### config.mk
export PLATFORM = sky130hd
export DESIGN_NAME = rpf_regs
export DESIGN_NICKNAME = d
export VERILOG_FILES = /design/src/include/rpf_pkg.sv /design/src/rtl/rpf_regs.sv
export SDC_FILE = /design/constraint.sdc
export NUM_CORES = 1
export LEC_CHECK = 0
export BUFFER_PORTS_ARGS = -buffer_cell sky130_fd_sc_hd__clkbuf_2
export CORE_MARGIN = 1.5
export CORE_UTILIZATION = 53
export DETAILED_ROUTE_END_ITERATION = 7
export PLACE_DENSITY = 0.82
export SLEW_MARGIN = 20
export SYNTH_ARGS = -nofsm -noshare
export SYNTH_HDL_FRONTEND = slang
export SYNTH_SLANG_ARGS = --single-unit
### constraint.sdc
create_clock -name pclk -period 9.7 [get_ports pclk]
set_input_delay 0.485 -clock pclk [delete_from_list [all_inputs] [get_ports pclk]]
set_output_delay 0.485 -clock pclk [all_outputs]
set_load 0.02 [all_outputs]
### src/include/rpf_pkg.sv
`default_nettype none
package rpf_pkg;
  // Register indices; the APB byte address is four times the index
  localparam logic [15:0] IDX_PKT_CTRL = 16'hDF04;
  localparam logic [15:0] IDX_DEV_ADDR = 16'hDF05;
  localparam logic [15:0] IDX_CHANNEL_NUM = 16'hDF06;
  localparam logic [15:0] IDX_IF_CTRL = 16'hDF07;
  localparam logic [15:0] IDX_OFS_CTRL = 16'hDF08;
  localparam logic [15:0] IDX_BASE_FREQUENCY_WORD_HI = 16'hDF09;
  localparam logic [15:0] IDX_BASE_FREQUENCY_WORD_MID = 16'hDF0A;
  localparam logic [15:0] IDX_BASE_FREQUENCY_WORD_LO = 16'hDF0B;
  localparam logic [15:0] IDX_MDM_CFG = 16'hDF0C;
  localparam logic [15:0] IDX_SYM_MANT = 16'hDF0D;
  localparam logic [15:0] IDX_PKT_LEN = 16'hDF02;

  // Writable masks; bits outside read zero, except the top two of the base HI byte, which read the fixed 01
  localparam logic [7:0] PKT_CTRL_MASK = 8'h7F;
  localparam logic [7:0] IF_CTRL_MASK = 8'h3F;
  localparam logic [7:0] BASE_FREQUENCY_WORD_HI_MASK = 8'h3F;
  localparam logic [1:0] BASE_FREQUENCY_WORD_HI_FIXED = 2'h1;

  // Reset values
  localparam logic [7:0] PKT_CTRL_RST = 8'h45;
  localparam logic [7:0] DEV_ADDR_RST = 8'h00;
  localparam logic [7:0] CHANNEL_NUM_RST = 8'h00;
  localparam logic [7:0] IF_CTRL_RST = 8'h0F;
  localparam logic [7:0] OFS_CTRL_RST = 8'h00;
  localparam logic [5:0] BASE_FREQUENCY_WORD_HI_RST = 6'h1E;
  localparam logic [7:0] BASE_FREQUENCY_WORD_MID_RST = 8'hC4;
  localparam logic [7:0] BASE_FREQUENCY_WORD_LO_RST = 8'hEC;
  localparam logic [7:0] MDM_CFG_RST = 8'h8C;
  localparam logic [7:0] SYM_MANT_RST = 8'h22;
  localparam logic [7:0] PKT_LEN_RST = 8'hFF;

  // Field codes
  localparam logic [1:0] FMT_NORMAL = 2'h0;
  localparam logic [1:0] FMT_PN9_TX = 2'h2;
  localparam logic [1:0] LEN_FIXED = 2'h0;
  localparam logic [1:0] LEN_VARIABLE = 2'h1;
  localparam logic [7:0] BCAST_ZERO = 8'h00;
  localparam logic [7:0] BCAST_ONES = 8'hFF;
  localparam int IF_SHIFT = 10;
  localparam int OFS_SHIFT = 14;
  localparam int BASE_FREQUENCY_WORD_SHIFT = 16;
  localparam int BW_BASE = 4;

  typedef enum logic [1:0] {
    RPF_MODE_NORMAL,
    RPF_MODE_PN9_TX,
    RPF_MODE_RESERVED
  } rpf_fmt_t;

  typedef struct packed {
    logic whitening_enable;
    rpf_fmt_t packet_format_select;
    logic pn9_tx_active;
    logic crc_enable;
    logic fixed_length;
    logic variable_length;
    logic [7:0] packet_length_register;
    logic [7:0] device_address;
  } rpf_pkt_cfg_t;

  typedef struct packed {
    logic [23:0] base_frequency_word;
    logic [7:0] channel_index;
    logic [4:0] intermediate_base_frequency_word_setting;
    logic [7:0] synth_offset_value;
    logic [1:0] bandwidth_exponent;
    logic [1:0] bandwidth_mantissa;
    logic [3:0] symbol_rate_exponent;
    logic [7:0] symbol_rate_mantissa;
  } rpf_base_frequency_word_cfg_t;
endpackage
`default_nettype wire

### src/rtl/rpf_regs.sv
`timescale 1ns/1ps
`default_nettype none
module rpf_regs (
  input wire logic pclk,
  input wire logic presetn,
  input wire logic psel,
  input wire logic penable,
  input wire logic pwrite,
  input wire logic [31:0] paddr,
  input wire logic [31:0] pwdata,
  input wire logic [3:0] pstrb,
  output logic [31:0] prdata,
  output logic pready,
  output logic pslverr,
  input wire logic [7:0] rx_address,
  input wire logic [1:0] rx_addr_check_mode,
  output logic rx_address_match,
  output logic legacy_conflict,
  output logic [31:0] base_frequency_word_rx_word,
  output logic [31:0] base_frequency_word_tx_word,
  input wire logic [7:0] channel_spacing,
  output logic [5:0] decim_ratio,
  output logic [12:0] symbol_rate_word,
  input wire logic legacy_compat_enable,
  output rpf_pkg::rpf_pkt_cfg_t pkt_cfg,
  output rpf_pkg::rpf_base_frequency_word_cfg_t base_frequency_word_cfg
);
  logic [7:0] pkt_ctrl_q;
  logic [7:0] pkt_ctrl_d;
  logic [7:0] dev_addr_q;
  logic [7:0] dev_addr_d;
  logic [7:0] channel_num_q;
  logic [7:0] channel_num_d;
  logic [7:0] if_ctrl_q;
  logic [7:0] if_ctrl_d;
  logic [7:0] ofs_ctrl_q;
  logic [7:0] ofs_ctrl_d;
  logic [5:0] base_frequency_word_hi_q;
  logic [5:0] base_frequency_word_hi_d;
  logic [7:0] base_frequency_word_mid_q;
  logic [7:0] base_frequency_word_mid_d;
  logic [7:0] base_frequency_word_lo_q;
  logic [7:0] base_frequency_word_lo_d;
  logic [7:0] mdm_cfg_q;
  logic [7:0] mdm_cfg_d;
  logic [7:0] sym_mant_q;
  logic [7:0] sym_mant_d;
  logic [7:0] pkt_len_q;
  logic [7:0] pkt_len_d;
  logic [31:0] prdata_q;
  logic [31:0] prdata_d;

  function automatic logic hit(input logic [31:0] a, input logic [15:0] idx);
    hit = (a == {14'h0000, idx, 2'h0});
  endfunction

  // Next value of one byte register: masked write byte when strobed, else hold
  function automatic logic [7:0] upd(input logic we, input logic [7:0] old,
      input logic [7:0] wbyte, input logic [7:0] mask);
    upd = we ? (wbyte & mask) : old;
  endfunction

  wire logic wr_en = psel && penable && pwrite && pstrb[0];
  wire logic rd_setup = psel && !penable && !pwrite;
  wire logic [7:0] wb = pwdata[7:0];
  wire logic hit_pc = hit(paddr, rpf_pkg::IDX_PKT_CTRL);
  wire logic hit_da = hit(paddr, rpf_pkg::IDX_DEV_ADDR);
  wire logic hit_cn = hit(paddr, rpf_pkg::IDX_CHANNEL_NUM);
  wire logic hit_if = hit(paddr, rpf_pkg::IDX_IF_CTRL);
  wire logic hit_of = hit(paddr, rpf_pkg::IDX_OFS_CTRL);
  wire logic hit_fh = hit(paddr, rpf_pkg::IDX_BASE_FREQUENCY_WORD_HI);
  wire logic hit_fm = hit(paddr, rpf_pkg::IDX_BASE_FREQUENCY_WORD_MID);
  wire logic hit_fl = hit(paddr, rpf_pkg::IDX_BASE_FREQUENCY_WORD_LO);
  wire logic hit_md = hit(paddr, rpf_pkg::IDX_MDM_CFG);
  wire logic hit_sm = hit(paddr, rpf_pkg::IDX_SYM_MANT);
  wire logic hit_pl = hit(paddr, rpf_pkg::IDX_PKT_LEN);
  wire logic hit_any = hit_pc | hit_da | hit_cn | hit_if | hit_of | hit_fh | hit_fm |
                       hit_fl | hit_md | hit_sm | hit_pl;

  // Write strobes, one per register
  wire logic we_pc = wr_en && hit_pc;
  wire logic we_da = wr_en && hit_da;
  wire logic we_cn = wr_en && hit_cn;
  wire logic we_if = wr_en && hit_if;
  wire logic we_of = wr_en && hit_of;
  wire logic we_fh = wr_en && hit_fh;
  wire logic we_fm = wr_en && hit_fm;
  wire logic we_fl = wr_en && hit_fl;
  wire logic we_md = wr_en && hit_md;
  wire logic we_sm = wr_en && hit_sm;
  wire logic we_pl = wr_en && hit_pl;

  // Read-back values; unused bits come back zero
  wire logic [7:0] rb_pc = pkt_ctrl_q & rpf_pkg::PKT_CTRL_MASK;
  wire logic [7:0] rb_da = dev_addr_q;
  wire logic [7:0] rb_cn = channel_num_q;
  wire logic [7:0] rb_if = if_ctrl_q & rpf_pkg::IF_CTRL_MASK;
  wire logic [7:0] rb_of = ofs_ctrl_q;
  wire logic [7:0] rb_fh = {rpf_pkg::BASE_FREQUENCY_WORD_HI_FIXED, base_frequency_word_hi_q};
  wire logic [7:0] rb_fm = base_frequency_word_mid_q;
  wire logic [7:0] rb_fl = base_frequency_word_lo_q;
  wire logic [7:0] rb_md = mdm_cfg_q;
  wire logic [7:0] rb_sm = sym_mant_q;
  wire logic [7:0] rb_pl = pkt_len_q;

  wire logic [7:0] rd_byte =
    hit_pc ? rb_pc :
    hit_da ? rb_da :
    hit_cn ? rb_cn :
    hit_if ? rb_if :
    hit_of ? rb_of :
    hit_fh ? rb_fh :
    hit_fm ? rb_fm :
    hit_fl ? rb_fl :
    hit_md ? rb_md :
    hit_sm ? rb_sm :
    hit_pl ? rb_pl : 8'h00;

  // Zero-wait slave; unmapped addresses answer with an error
  assign pready = 1'b1;
  assign pslverr = psel && penable && !hit_any;
  assign prdata = prdata_q;

  // Captured in the setup cycle, so read data stands through the whole access phase
  assign prdata_d = rd_setup ? {24'h000000, rd_byte} : prdata_q;
  always_ff @(posedge pclk or negedge presetn) begin
    if (!presetn) begin
      prdata_q <= 32'h00000000;
    end else begin
      prdata_q <= prdata_d;
    end
  end

  // Writes are masked on the way in, so unused bits never hold a one
  assign pkt_ctrl_d = upd(we_pc, pkt_ctrl_q, wb, rpf_pkg::PKT_CTRL_MASK);
  assign dev_addr_d = upd(we_da, dev_addr_q, wb, 8'hFF);
  assign channel_num_d = upd(we_cn, channel_num_q, wb, 8'hFF);
  assign if_ctrl_d = upd(we_if, if_ctrl_q, wb, rpf_pkg::IF_CTRL_MASK);
  assign ofs_ctrl_d = upd(we_of, ofs_ctrl_q, wb, 8'hFF);
  assign base_frequency_word_hi_d = 6'(upd(we_fh, {2'h0, base_frequency_word_hi_q}, wb, rpf_pkg::BASE_FREQUENCY_WORD_HI_MASK));
  assign base_frequency_word_mid_d = upd(we_fm, base_frequency_word_mid_q, wb, 8'hFF);
  assign base_frequency_word_lo_d = upd(we_fl, base_frequency_word_lo_q, wb, 8'hFF);
  assign mdm_cfg_d = upd(we_md, mdm_cfg_q, wb, 8'hFF);
  assign sym_mant_d = upd(we_sm, sym_mant_q, wb, 8'hFF);
  assign pkt_len_d = upd(we_pl, pkt_len_q, wb, 8'hFF);

  always_ff @(posedge pclk or negedge presetn) begin
    if (!presetn) begin
      pkt_ctrl_q <= rpf_pkg::PKT_CTRL_RST;
    end else begin
      pkt_ctrl_q <= pkt_ctrl_d;
    end
  end

  always_ff @(posedge pclk or negedge presetn) begin
    if (!presetn) begin
      dev_addr_q <= rpf_pkg::DEV_ADDR_RST;
    end else begin
      dev_addr_q <= dev_addr_d;
    end
  end

  always_ff @(posedge pclk or negedge presetn) begin
    if (!presetn) begin
      channel_num_q <= rpf_pkg::CHANNEL_NUM_RST;
    end else begin
      channel_num_q <= channel_num_d;
    end
  end

  always_ff @(posedge pclk or negedge presetn) begin
    if (!presetn) begin
      if_ctrl_q <= rpf_pkg::IF_CTRL_RST;
    end else begin
      if_ctrl_q <= if_ctrl_d;
    end
  end

  always_ff @(posedge pclk or negedge presetn) begin
    if (!presetn) begin
      ofs_ctrl_q <= rpf_pkg::OFS_CTRL_RST;
    end else begin
      ofs_ctrl_q <= ofs_ctrl_d;
    end
  end

  always_ff @(posedge pclk or negedge presetn) begin
    if (!presetn) begin
      base_frequency_word_hi_q <= rpf_pkg::BASE_FREQUENCY_WORD_HI_RST;
    end else begin
      base_frequency_word_hi_q <= base_frequency_word_hi_d;
    end
  end

  always_ff @(posedge pclk or negedge presetn) begin
    if (!presetn) begin
      base_frequency_word_mid_q <= rpf_pkg::BASE_FREQUENCY_WORD_MID_RST;
    end else begin
      base_frequency_word_mid_q <= base_frequency_word_mid_d;
    end
  end

  always_ff @(posedge pclk or negedge presetn) begin
    if (!presetn) begin
      base_frequency_word_lo_q <= rpf_pkg::BASE_FREQUENCY_WORD_LO_RST;
    end else begin
      base_frequency_word_lo_q <= base_frequency_word_lo_d;
    end
  end

  always_ff @(posedge pclk or negedge presetn) begin
    if (!presetn) begin
      mdm_cfg_q <= rpf_pkg::MDM_CFG_RST;
    end else begin
      mdm_cfg_q <= mdm_cfg_d;
    end
  end

  always_ff @(posedge pclk or negedge presetn) begin
    if (!presetn) begin
      sym_mant_q <= rpf_pkg::SYM_MANT_RST;
    end else begin
      sym_mant_q <= sym_mant_d;
    end
  end

  always_ff @(posedge pclk or negedge presetn) begin
    if (!presetn) begin
      pkt_len_q <= rpf_pkg::PKT_LEN_RST;
    end else begin
      pkt_len_q <= pkt_len_d;
    end
  end

  // Packet settings; reserved bit 3 is stored but steers nothing
  wire logic [1:0] fmt_code = pkt_ctrl_q[5:4];
  wire logic [1:0] len_code = pkt_ctrl_q[1:0];
  assign pkt_cfg.whitening_enable = pkt_ctrl_q[6] && !legacy_compat_enable;
  assign legacy_conflict = pkt_ctrl_q[6] && legacy_compat_enable;
  assign pkt_cfg.packet_format_select =
    (fmt_code == rpf_pkg::FMT_NORMAL) ? rpf_pkg::RPF_MODE_NORMAL :
    (fmt_code == rpf_pkg::FMT_PN9_TX) ? rpf_pkg::RPF_MODE_PN9_TX :
    rpf_pkg::RPF_MODE_RESERVED;
  // PN9 applies only to transmit; receive stays normal
  assign pkt_cfg.pn9_tx_active = (fmt_code == rpf_pkg::FMT_PN9_TX);
  assign pkt_cfg.crc_enable = pkt_ctrl_q[2];
  assign pkt_cfg.fixed_length = (len_code == rpf_pkg::LEN_FIXED);
  assign pkt_cfg.variable_length = (len_code == rpf_pkg::LEN_VARIABLE);
  assign pkt_cfg.packet_length_register = pkt_len_q;
  assign pkt_cfg.device_address = dev_addr_q;

  // Address filter: mode 00 none, 01 exact, 10 plus 0x00, 11 plus 0x00 and 0xFF
  wire logic addr_eq = (rx_address == dev_addr_q);
  wire logic is_zero = (rx_address == rpf_pkg::BCAST_ZERO);
  wire logic is_ones = (rx_address == rpf_pkg::BCAST_ONES);
  wire logic filt_off = (rx_addr_check_mode == 2'h0);
  wire logic zero_ok = rx_addr_check_mode[1];
  wire logic ones_ok = (rx_addr_check_mode == 2'h3);
  assign rx_address_match = filt_off || addr_eq || (zero_ok && is_zero) ||
                            (ones_ok && is_ones);

  // Frequency words, in units of reference/2^16
  wire logic [23:0] base_word = {rpf_pkg::BASE_FREQUENCY_WORD_HI_FIXED, base_frequency_word_hi_q, base_frequency_word_mid_q, base_frequency_word_lo_q};
  // Widen before multiplying so the product keeps all sixteen bits
  wire logic [31:0] channel_term = 32'(channel_num_q) * 32'(channel_spacing);
  // Offset step is 4x coarser than the base step; sign-extend then scale
  wire logic [31:0] ofs_term = 32'(signed'({{24{ofs_ctrl_q[7]}}, ofs_ctrl_q}) <<<
                                    (rpf_pkg::BASE_FREQUENCY_WORD_SHIFT - rpf_pkg::OFS_SHIFT));
  // IF step is 64x coarser than the base step
  wire logic [31:0] if_term = 32'({27'h0, if_ctrl_q[4:0]} <<
                                   (rpf_pkg::BASE_FREQUENCY_WORD_SHIFT - rpf_pkg::IF_SHIFT));
  assign base_frequency_word_tx_word = {8'h00, base_word} + channel_term + ofs_term;
  assign base_frequency_word_rx_word = base_frequency_word_tx_word - if_term;

  // Decimation factor (4+M)*2^E; the fixed 8 stays in the filter
  wire logic [2:0] bw_lin = 3'(rpf_pkg::BW_BASE) + {1'b0, mdm_cfg_q[5:4]};
  // Largest factor is 7 times 8, so six bits are needed
  assign decim_ratio = {3'h0, bw_lin} << mdm_cfg_q[7:6];
  // Hidden leading one above the 8 stored mantissa bits
  assign symbol_rate_word = {mdm_cfg_q[3:0], 1'b1, sym_mant_q};

  assign base_frequency_word_cfg.base_frequency_word = base_word;
  assign base_frequency_word_cfg.channel_index = channel_num_q;
  assign base_frequency_word_cfg.intermediate_base_frequency_word_setting = if_ctrl_q[4:0];
  assign base_frequency_word_cfg.synth_offset_value = ofs_ctrl_q;
  assign base_frequency_word_cfg.bandwidth_exponent = mdm_cfg_q[7:6];
  assign base_frequency_word_cfg.bandwidth_mantissa = mdm_cfg_q[5:4];
  assign base_frequency_word_cfg.symbol_rate_exponent = mdm_cfg_q[3:0];
  assign base_frequency_word_cfg.symbol_rate_mantissa = sym_mant_q;
endmodule // rpf_regs
`default_nettype wire

==> results.ini, run 1 <==
[status]
status = completed

[setup_path]
crit_fanout = 11
r2r_end = prdata[6]
cp-start-kind = flop
r2r-start = base_frequency_word_mid_q[6]
cp_slowest_stage_delay_ns = 0.61
critPathCaptureType = output port
worstPathRequired_ns = 9.22
reg2reg_slack_ns = 8.04
worstRegToRegCells = 7
crit_path_top_delay_cell = or4_1
critPathArrivalTime_ns = 8.49
crit_type = reg2out

[clocking]
cts-root-buf = clkbuf_16
clock_sinks = 91
clockBufferDepth = 2
cts_tree = yes
cts_inserted_buffers = 9
cts_htree_levels = 3
path_clk_slew_ns = 0.06
cts_setup_buffers = 0
cts_resized = 0
cts_hold_buf = 0
clk_latency_ns = 0.35

[pwr]
ir_drop_mv = 0.09092
p_total_mw = 0.7937
p_leak_nw = 5.782
power_density_mw_per_mm2 = 72.51

[global_route]
grt_max_degree = 49
first_global_vias = 7900
grt.overflow.total = 0
antenna_found_initial = 0
grt_usage_pct = 27.80
grt_pass1_wl_mm = 40.57

[floorplan]
core_region_area_sq_mm = 0.01784
io_pins = 295
die_w_microns = 137.6
rows = 49
die_height_microns = 137.6
design.die.area_sq_mm = 0.01894
initial_core_util_pct = 53.84

[timing]
fin_skew_ns = 0.004493
fin_setup_tns_ns = 0
maxSlewViolCount = 0
clock.fmax_mhz = 111.4
rsz0062_at_grt = false
final.period_utilization_pct = 92.55
slew_headroom_pct = 30.37
hold_slack_ns = 0.1170
setup_viol = 0
worst_pin_slew_ns = 1.036
finalHoldViolCount = 0
finalCriticalPeriod_ns = 8.977

[finish]
instances_no_fill = 1478
drive_gt1_share_pct = 31.06
final_common_cell = clkbuf_2
fill_cells = 1559
fin_nets = 1457
syn2layout_area_growth_pct = 13.95
num_antenna_cells = 0
final_cell_mix = 238 x clkbuf_2, 113 x inv_1, 83 x nand2_1, 81 x mux2_2, 69 x ha_1
design_area_sq_mm = 0.01095

[detailed_routing]
drtAntennaViolNets = 0
drt-total-wl_mm = 26.29
first_pass_iters = 7
drc = 0
drt-vias-per-instance = 5.721
wl_per_cell_microns = 17.78
dr_total_vias = 8455
dr.first_iter.drc_count = 645

[hold_path]
holdCritPathClass = in2async

[yosys]
synth_edf_count = 0
netlist_instances = 1060
avgSynthCellArea_sq_um = 9.062
yosys_warnings = 0
synth-seq-cells = 91
ys_types = 72
async_flop_share_pct = 100.0
ys_seq_area_share_pct = 24.12
synth_ff_type = dfrtp_1
synth_area_sq_mm = 0.009605

[place]
io_buffers = 239
dpl.hpwl_mm = 21.03
gp_congestion = 1.002
placed_cell_area_sq_mm = 0.01065
placed_cells = 1462

[job]
maxCapViolCount = 0

[metrics by stage]
stage	setup slack, ns	util [%]
finish	0.7229	61.35
global route	0.3036	61.35
CTS	0.6879	61.32
detailed placement	1.050	59.67
global placement	1.217	59.67
floorplan	1.456	-
[critical path: cells and delay by family (launching register included)]
kind	cells	cell delay, ns
and+or+nand+nor	4	1.13
adders and majority gates	6	2.55
buffers and inverters	4	0.37
xor gates and xnor gates	2	0.40
DFF	1	0.57
AOI/OAI and AO/OA	12	3.11
[sequential cells by signal (all words and copies together) (netlist names)]
| signal | cells |
|---|---|
| ofs_ctrl_q | 8 |
| channel_num_q | 8 |
| mdm_cfg_q | 8 |
| dev_addr_q | 8 |
| base_frequency_word_hi_q | 6 |
| base_frequency_word_mid_q | 8 |
| pkt_len_q | 8 |
| pkt_ctrl_q | 7 |
| if_ctrl_q | 6 |
| base_frequency_word_lo_q | 8 |
| rb_sm | 8 |
| prdata | 8 |
[how the worst max path moves through the flow]
stage / end / from / slack (ns)
5_1_grt: base_frequency_word_rx_word[30] / channel_num_q[3] / 0.30
3_3_place_gp: base_frequency_word_rx_word[25] / channel_spacing[1] / 1.22
4_1_cts: base_frequency_word_rx_word[26] / channel_num_q[3] / 0.69
3_5_place_dp: base_frequency_word_rx_word[26] / channel_spacing[1] / 1.05
2_1_floorplan: base_frequency_word_rx_word[25] / channel_num_q[3] / 1.46
6_report: base_frequency_word_rx_word[26] / channel_num_q[3] / 0.72
[power breakdown]
group          switching, mW  total [mW]  internal, mW
combinational         0.0467      0.0643        0.0176
clock                  0.148       0.347         0.199
sequential           0.00111       0.383         0.381
[layout make-up]
type,count,area (sq um),area share (%)
clock buffer,9,225.2,2.058
clock inverter,7,67.56,0.6173
inverter,114,427.9,3.909
multi-input combinational,785,6392,58.40
sequential,91,2317,21.17
tap,229,286.5,2.618
timing repair buffer,243,1229,11.23
[metal layers]
layer	vias up	share of wire, %	GRT usage (%)	wire, microns
met5	-	0	0	0
met3	59	6.9	4.673	1823
met4	0	3.0	10.00	784
met1	4105	41	35.62	10740
li1	3933	-	-	-
met2	358	49	47.22	12940
[Yosys cell counts (all sizes together) (3+ instances only)]
| library cell | count | area [sq um] |
|---|---|---|
| nor3 | 17 | 85.08 |
| o21a | 7 | 52.55 |
| o21ai | 36 | 180.2 |
| and3 | 11 | 68.82 |
| mux2i | 11 | 110.1 |
| or3 | 6 | 37.54 |
| nor4b | 3 | 26.28 |
| nor3b | 4 | 30.03 |
| nand4 | 12 | 75.07 |
| o221ai | 4 | 35.03 |
| a211oi | 9 | 67.56 |
| a2111oi | 6 | 90.08 |
| a31oi | 7 | 43.79 |
| a222oi | 3 | 30.03 |
| o31ai | 5 | 37.54 |
| mux2 | 81 | 912.1 |
| a21o | 10 | 75.07 |
| nor2b | 21 | 131.4 |
| a21oi | 41 | 205.2 |
| nand3 | 22 | 110.1 |
| dfrtp | 59 | 1476 |
| nand2 | 83 | 311.6 |
| and2 | 43 | 269.0 |
| xnor2 | 35 | 306.5 |
| buf | 57 | 431.7 |
| a21boi | 3 | 22.52 |
| o21bai | 3 | 22.52 |
| o2111ai | 3 | 26.28 |
| a221oi | 3 | 26.28 |
| nor4 | 9 | 56.30 |
| inv | 114 | 427.9 |
| or4 | 5 | 48.79 |
| a41oi | 3 | 26.28 |
| or2 | 5 | 31.28 |
| nor2 | 47 | 176.4 |
| o22ai | 6 | 37.54 |
| ha | 69 | 863.3 |
| o211ai | 11 | 87.58 |
| clkbuf | 39 | 146.4 |
| fa | 52 | 1041 |
| nand2b | 14 | 87.58 |
| xor2 | 24 | 210.2 |
| dfstp | 32 | 840.8 |
[logic make-up (layout without fill, tap and decap cells)]
family,Yosys count,count (layout),synth area share (%)
DFF,91,91,24.12
adders and majority gates,121,121,19.83
buffers and inverters,210,373,10.47
and+or+nand+nor,308,308,16.70
muxes,92,92,10.64
xor gates and xnor gates,59,59,5.380
other,2,28,0.07818
AOI/OAI and AO/OA,177,177,12.78
No activity file was read; power rests on OpenSTA's default activity.
==> run 2: changes to the inputs <==
Settings changed: CORE_UTILIZATION 53 to 50, PLACE_DENSITY 0.82 to 0.78.
==> run 2 against run 1 <==
- design area increased by 0.33%
- count of clock-buffer cells in the layout increased by 3
- sequential cell count unchanged
- combinational power about the same
- maximum frequency increased by 1.5%
- largest cell class unchanged
- sequential share of layout area decreased by 0.070 points
- final cell count increased by 0.34%
- non-clock buffer count unchanged
- clock power increased by 10%
- highest routed layer unchanged
==> results.ini, run 2 (synthesis results as in run 1) <==
[status]
status = completed

[setup_path]
worstRegToRegCells = 7  ; unchanged
crit_type = reg2out
r2r-start = ofs_ctrl_q[3]
path_buf_inv = 4  ; unchanged
critPathCaptureType = output port
cp-start-kind = flop
crit_family = compound AO/OA/AOI/OAI gates
reg2reg_slack_ns = 8.07  ; +0.03 ns
crit_fanout = 11  ; unchanged
cp_slowest_stage_delay_ns = 0.61  ; about the same
r2r_end = prdata[3]
worstPathRequired_ns = 9.22  ; about the same
crit_path_top_delay_cell = or4_1
startpoint = channel_num_q[3]
critPathArrivalTime_ns = 8.36  ; -0.13 ns

[place]
gp_congestion = 0.9490  ; -5.3%
io_buffers = 239  ; unchanged
dpl.hpwl_mm = 21.06  ; +0.17%
placed_cells = 1467  ; +0.34%
dp_slack_ns = 1.184  ; +0.1347 ns

[finish]
syn2layout_area_growth_pct = 14.33
instances_no_fill = 1483  ; +0.34%
fin_nets = 1457  ; unchanged
final_common_cell = clkbuf_2
num_antenna_cells = 0  ; unchanged
fill_cells = 1650  ; +5.8%
final_cell_mix = 238 x clkbuf_2, 113 x inv_1, 83 x nand2_1, 81 x mux2_2, 69 x ha_1
drive_gt1_share_pct = 30.90  ; -0.16 points

[timing]
fin_skew_ns = 0.008789  ; +0.004296 ns
maxSlewViolCount = 0  ; unchanged
rsz0062_at_grt = false
worst_pin_slew_ns = 1.089  ; +0.05336 ns
clock.fmax_mhz = 113.0  ; +1.5%
slew_headroom_pct = 26.78  ; -3.6 points
final.period_utilization_pct = 91.20  ; -1.3 points
fin_setup_tns_ns = 0  ; unchanged
finalHoldViolCount = 0  ; unchanged
setup_viol = 0  ; unchanged
setup_slack_ns = 0.8537  ; +0.1308 ns
finalCriticalPeriod_ns = 8.846  ; -0.1308 ns

[detailed_routing]
dr.first_iter.drc_count = 630  ; -2.3%
drt-vias-per-instance = 5.727  ; +0.11%
drt-total-wl_mm = 26.26  ; about the same
first_pass_iters = 5  ; -2
wl_per_cell_microns = 17.71  ; -0.43%
dr_total_vias = 8493  ; +0.45%
drc = 0  ; unchanged
drtAntennaViolNets = 0  ; unchanged

[clocking]
cts_hold_buf = 0  ; unchanged
clockBufferDepth = 2  ; unchanged
clk_latency_ns = 0.35  ; about the same
cts_tree = yes
cts_setup_buffers = 0  ; unchanged
cts_resized = 0  ; unchanged
clock_sinks = 91  ; unchanged
cts_inserted_buffers = 9  ; unchanged
cts-root-buf = clkbuf_16
cts_htree_levels = 3  ; unchanged
path_clk_slew_ns = 0.06  ; about the same

[pwr]
p_leak_nw = 5.791  ; +0.16%
ir_drop_mv = 0.1294  ; +42%
p_total_mw = 0.8289  ; +4.4%
power_density_mw_per_mm2 = 75.48  ; +4.1%

[floorplan]
rows = 50  ; +2.0%
design.die.area_sq_mm = 0.02005  ; +5.9%
die_height_microns = 141.6  ; +2.9%
die_w_microns = 141.6  ; +2.9%
core_region_area_sq_mm = 0.01877  ; +5.2%
initial_core_util_pct = 51.18  ; -2.7 points
io_pins = 295  ; unchanged

[global_route]
grt_usage_pct = 25.77  ; -2.0 points
grt.overflow.total = 0  ; unchanged
antenna_found_initial = 0  ; unchanged
first_global_vias = 7897  ; -0.038%
grt_pass1_wl_mm = 40.59  ; about the same
grt_max_degree = 50  ; +2.0%

[hold_path]
holdCritPathClass = in2async

[job]
maxCapViolCount = 0  ; unchanged

## run 2: stage by stage
step | instance area [sq um] | hold WS (ns) | utilization, %
2_1_floorplan | 9703 | 0.1894 | -
3_3_place_gp | 10650 | 0.4667 | 56.76
3_5_place_dp | 10650 | 0.4796 | 56.76
4_1_cts | 10980 | 0.1727 | 58.51
5_1_grt | 10980 | 0.2063 | 58.51
6_report | 10980 | 0.1532 | 58.51
## run 2: worst reg2reg max path, stage by stage (launching register included)
cell and delay [ns]:
dfrtp_1 0.48, a21oi_1 0.19, nor3_1 0.06, a31oi_1 0.21
nor2_1 0.06, a221o_1 0.31, o22ai_1 0.10, o21ai_0 0.08
## run 2: worst max path at each step
stage                                            endpoint  cells after the start
after global placement    base_frequency_word_rx_word[30]                     29
after global routing      base_frequency_word_rx_word[30]                     28
after CTS                 base_frequency_word_rx_word[29]                     26
after floorplan           base_frequency_word_rx_word[25]                     27
after detailed placement  base_frequency_word_rx_word[28]                     29
final                     base_frequency_word_rx_word[28]                     28
## run 2: layout make-up
cell class,count,area [sq um],area share (%)
Tap cell,234,292.8,2.666
Timing Repair Buffer,243,1229,11.19
Clock inverter,4,72.57,0.6608
Clock buffer,12,256.5,2.336
Multi-Input combinational cell,785,6386,58.15
Sequential cell,91,2317,21.10
Inverter,114,427.9,3.897
## run 2: power by group
group          switching, mW  internal [mW]  total [mW]
Combinational         0.0467         0.0175      0.0642
Clock                  0.143          0.239       0.382
Sequential           0.00115          0.382       0.383
Total                  0.191          0.638       0.829
## run 2: routing by layer
layer	track usage, %	vias up	routed length (microns)
li1	-	3934	-
met1	33.33	4147	11140
met2	44.65	358	12870
met3	3.105	54	1524
met4	8.953	0	733
met5	0	-	0
==> run 3: changes to the inputs <==
Clock period 9.7 ns to 10.74 ns, I/O delays scaled along.
==> run 3 against run 2 <==
- sequential cell count is the same
- design area barely moved
- worst setup slack improved by 0.95 ns
- register-to-register slack improved by 0.95 ns
- sequential power fell by 9.9%
- first-iteration DRC count is 19% lower
- critical path depth stayed put
- total power down 9.4%
- die area did not move
- largest power group is now clock
==> results.ini, run 3 (synthesis results as in run 1) <==
[status]
status = completed

[timing]
fin_setup_tns_ns = 0  ; unchanged
setup_viol = 0  ; unchanged
worst_pin_slew_ns = 1.013  ; -0.07596 ns
finalCriticalPeriod_ns = 8.937
slew_headroom_pct = 31.89  ; +5.1 points
final.period_utilization_pct = 83.22
rsz0062_at_grt = false
finalHoldViolCount = 0  ; unchanged
fin_skew_ns = 0.007824  ; -0.0009649 ns
clock.fmax_mhz = 111.9
maxSlewViolCount = 0  ; unchanged
setup_slack_ns = 1.803  ; +0.9490 ns

[finish]
register_area_sq_mm = 0.002317  ; unchanged
drive_gt1_share_pct = 31.06  ; +0.16 points
multi_input_area_sq_mm = 0.006392  ; about the same
syn2layout_area_growth_pct = 14.37  ; about the same
final_cell_mix = 238 x clkbuf_2, 113 x inv_1, 83 x nand2_1, 81 x mux2_2, 69 x ha_1
num_antenna_cells = 0  ; unchanged
final_common_cell = clkbuf_2
post-route-util_pct = 58.53  ; about the same
fill_cells = 1649  ; -0.061%
fin_nets = 1457  ; unchanged

[detailed_routing]
wl_per_cell_microns = 17.92  ; +1.2%
drt-total-wl_mm = 26.57  ; +1.2%
first_pass_iters = 5  ; unchanged
drt-vias-per-instance = 5.667  ; -1.0%
drtAntennaViolNets = 0  ; unchanged
dr_total_vias = 8404  ; -1.0%
dr.first_iter.drc_count = 511  ; -19%
drc = 0  ; unchanged

[clocking]
cts_setup_buffers = 0  ; unchanged
cts_hold_buf = 0  ; unchanged
path_clk_slew_ns = 0.06  ; about the same
cts_resized = 0  ; unchanged
clk_latency_ns = 0.35  ; about the same
cts-root-buf = clkbuf_16
cts_inserted_buffers = 9  ; unchanged
cts_tree = yes
clockBufferDepth = 2  ; unchanged
cts_htree_levels = 3  ; unchanged
clock_sinks = 91  ; unchanged

[floorplan]
rows = 50  ; unchanged
die_height_microns = 141.6  ; unchanged
core_region_area_sq_mm = 0.01877  ; unchanged
die_w_microns = 141.6  ; unchanged
io_pins = 295  ; unchanged
design.die.area_sq_mm = 0.02005  ; unchanged
initial_core_util_pct = 51.18  ; unchanged

[global_route]
first_global_vias = 7839  ; -0.73%
grt.overflow.total = 0  ; unchanged
antenna_found_initial = 0  ; unchanged
grt_usage_pct = 26.27  ; +0.51 points
grt_max_degree = 50  ; unchanged
grt_pass1_wl_mm = 41.17  ; +1.4%

[pwr]
p_leak_nw = 5.795  ; about the same
ir_drop_mv = 0.09536  ; -26%
p_total_mw = 0.7508  ; -9.4%
power_density_mw_per_mm2 = 68.35  ; -9.5%

[job]
maxCapViolCount = 0  ; unchanged

[setup_path]
cp_slowest_stage_delay_ns = 0.61  ; about the same
critPathArrivalTime_ns = 8.40  ; +0.04 ns
cp-start-kind = flop
critPathCaptureType = output port
crit_path_top_delay_cell = or4_1
worstPathRequired_ns = 10.20  ; +0.98 ns
crit_type = reg2out
crit_fanout = 11  ; unchanged

[hold_path]
holdCritPathClass = in2async

[place]
dpl.hpwl_mm = 21.12  ; +0.25%
gp_congestion = 0.9452  ; -0.40%
dp_slack_ns = 2.088  ; +0.9034 ns
io_buffers = 239  ; unchanged

[run 3: cell count changes in the layout (fill, tap and decap cells not counted)]
| cell | delta |
|---|---|
| clkbuf_1 | -1 |
| clkbuf_8 | -1 |
| clkinv_2 | +1 |
| clkinv_4 | +1 |
| clkinvlp_4 | -1 |
| inv_6 | +1 |
| nor4b_1 | -1 |
| nor4b_2 | +1 |
[run 3: routing by layer]
| metal | up-vias | wire (microns) | GRT usage [%] |
|---|---|---|---|
| li1 | 3930 | - | - |
| met1 | 4108 | 11210 | 33.48 |
| met2 | 334 | 13380 | 46.55 |
| met3 | 32 | 1561 | 3.679 |
| met4 | 0 | 420 | 7.379 |
| met5 | - | 0 | 0 |
[run 3: power breakdown]
part	total, mW	switching, mW	internal [mW]
sequential	0.345	0.000971	0.344
combinational	0.0585	0.0427	0.0159
clock	0.347	0.136	0.211
[run 3: worst max-delay path: cells and delay by family, from the launching register on]
family          cells  cell delay, ns
flops               1            0.58
xor+xnor            2            0.39
compound gates     12            3.05
buf+inv             4            0.36
simple gates        4            1.12
fa+ha+maj           6            2.55
[run 3: worst paths after layout]
check / to / startpoint / slack (ns) / cells after the start
min: pkt_ctrl_q[4] / presetn / 0.20 / 1
min in group pclk: prdata[6] / prdata[6] / 0.48 / 1
min reg2reg: prdata[6] / prdata[6] / 0.48 / 1
max in group asynchronous: mdm_cfg_q[3] / presetn / 9.53 / 2
max: base_frequency_word_rx_word[28] / channel_num_q[3] / 1.80 / 28
max reg2reg: prdata[6] / base_frequency_word_mid_q[6] / 9.02 / 7
[run 3: area by class of cell]
type	count	share of cell area, %
clock buffers	10	2.175
well taps	234	2.665
inverters	114	3.895
multi-input cells	785	58.19
clock inverters	6	0.7973
repair buffers	243	11.18
flip-flops and latches	91	21.09
[run 3: stage by stage]
step	instances	hold WS, ns	cell area (sq um)
detailed placement	1467	0.4693	10650
CTS	1483	0.2233	10980
finish	1483	0.2048	10990
global route	1483	0.2448	10990
floorplan	1086	0.2414	9703
global placement	1467	0.4670	10650
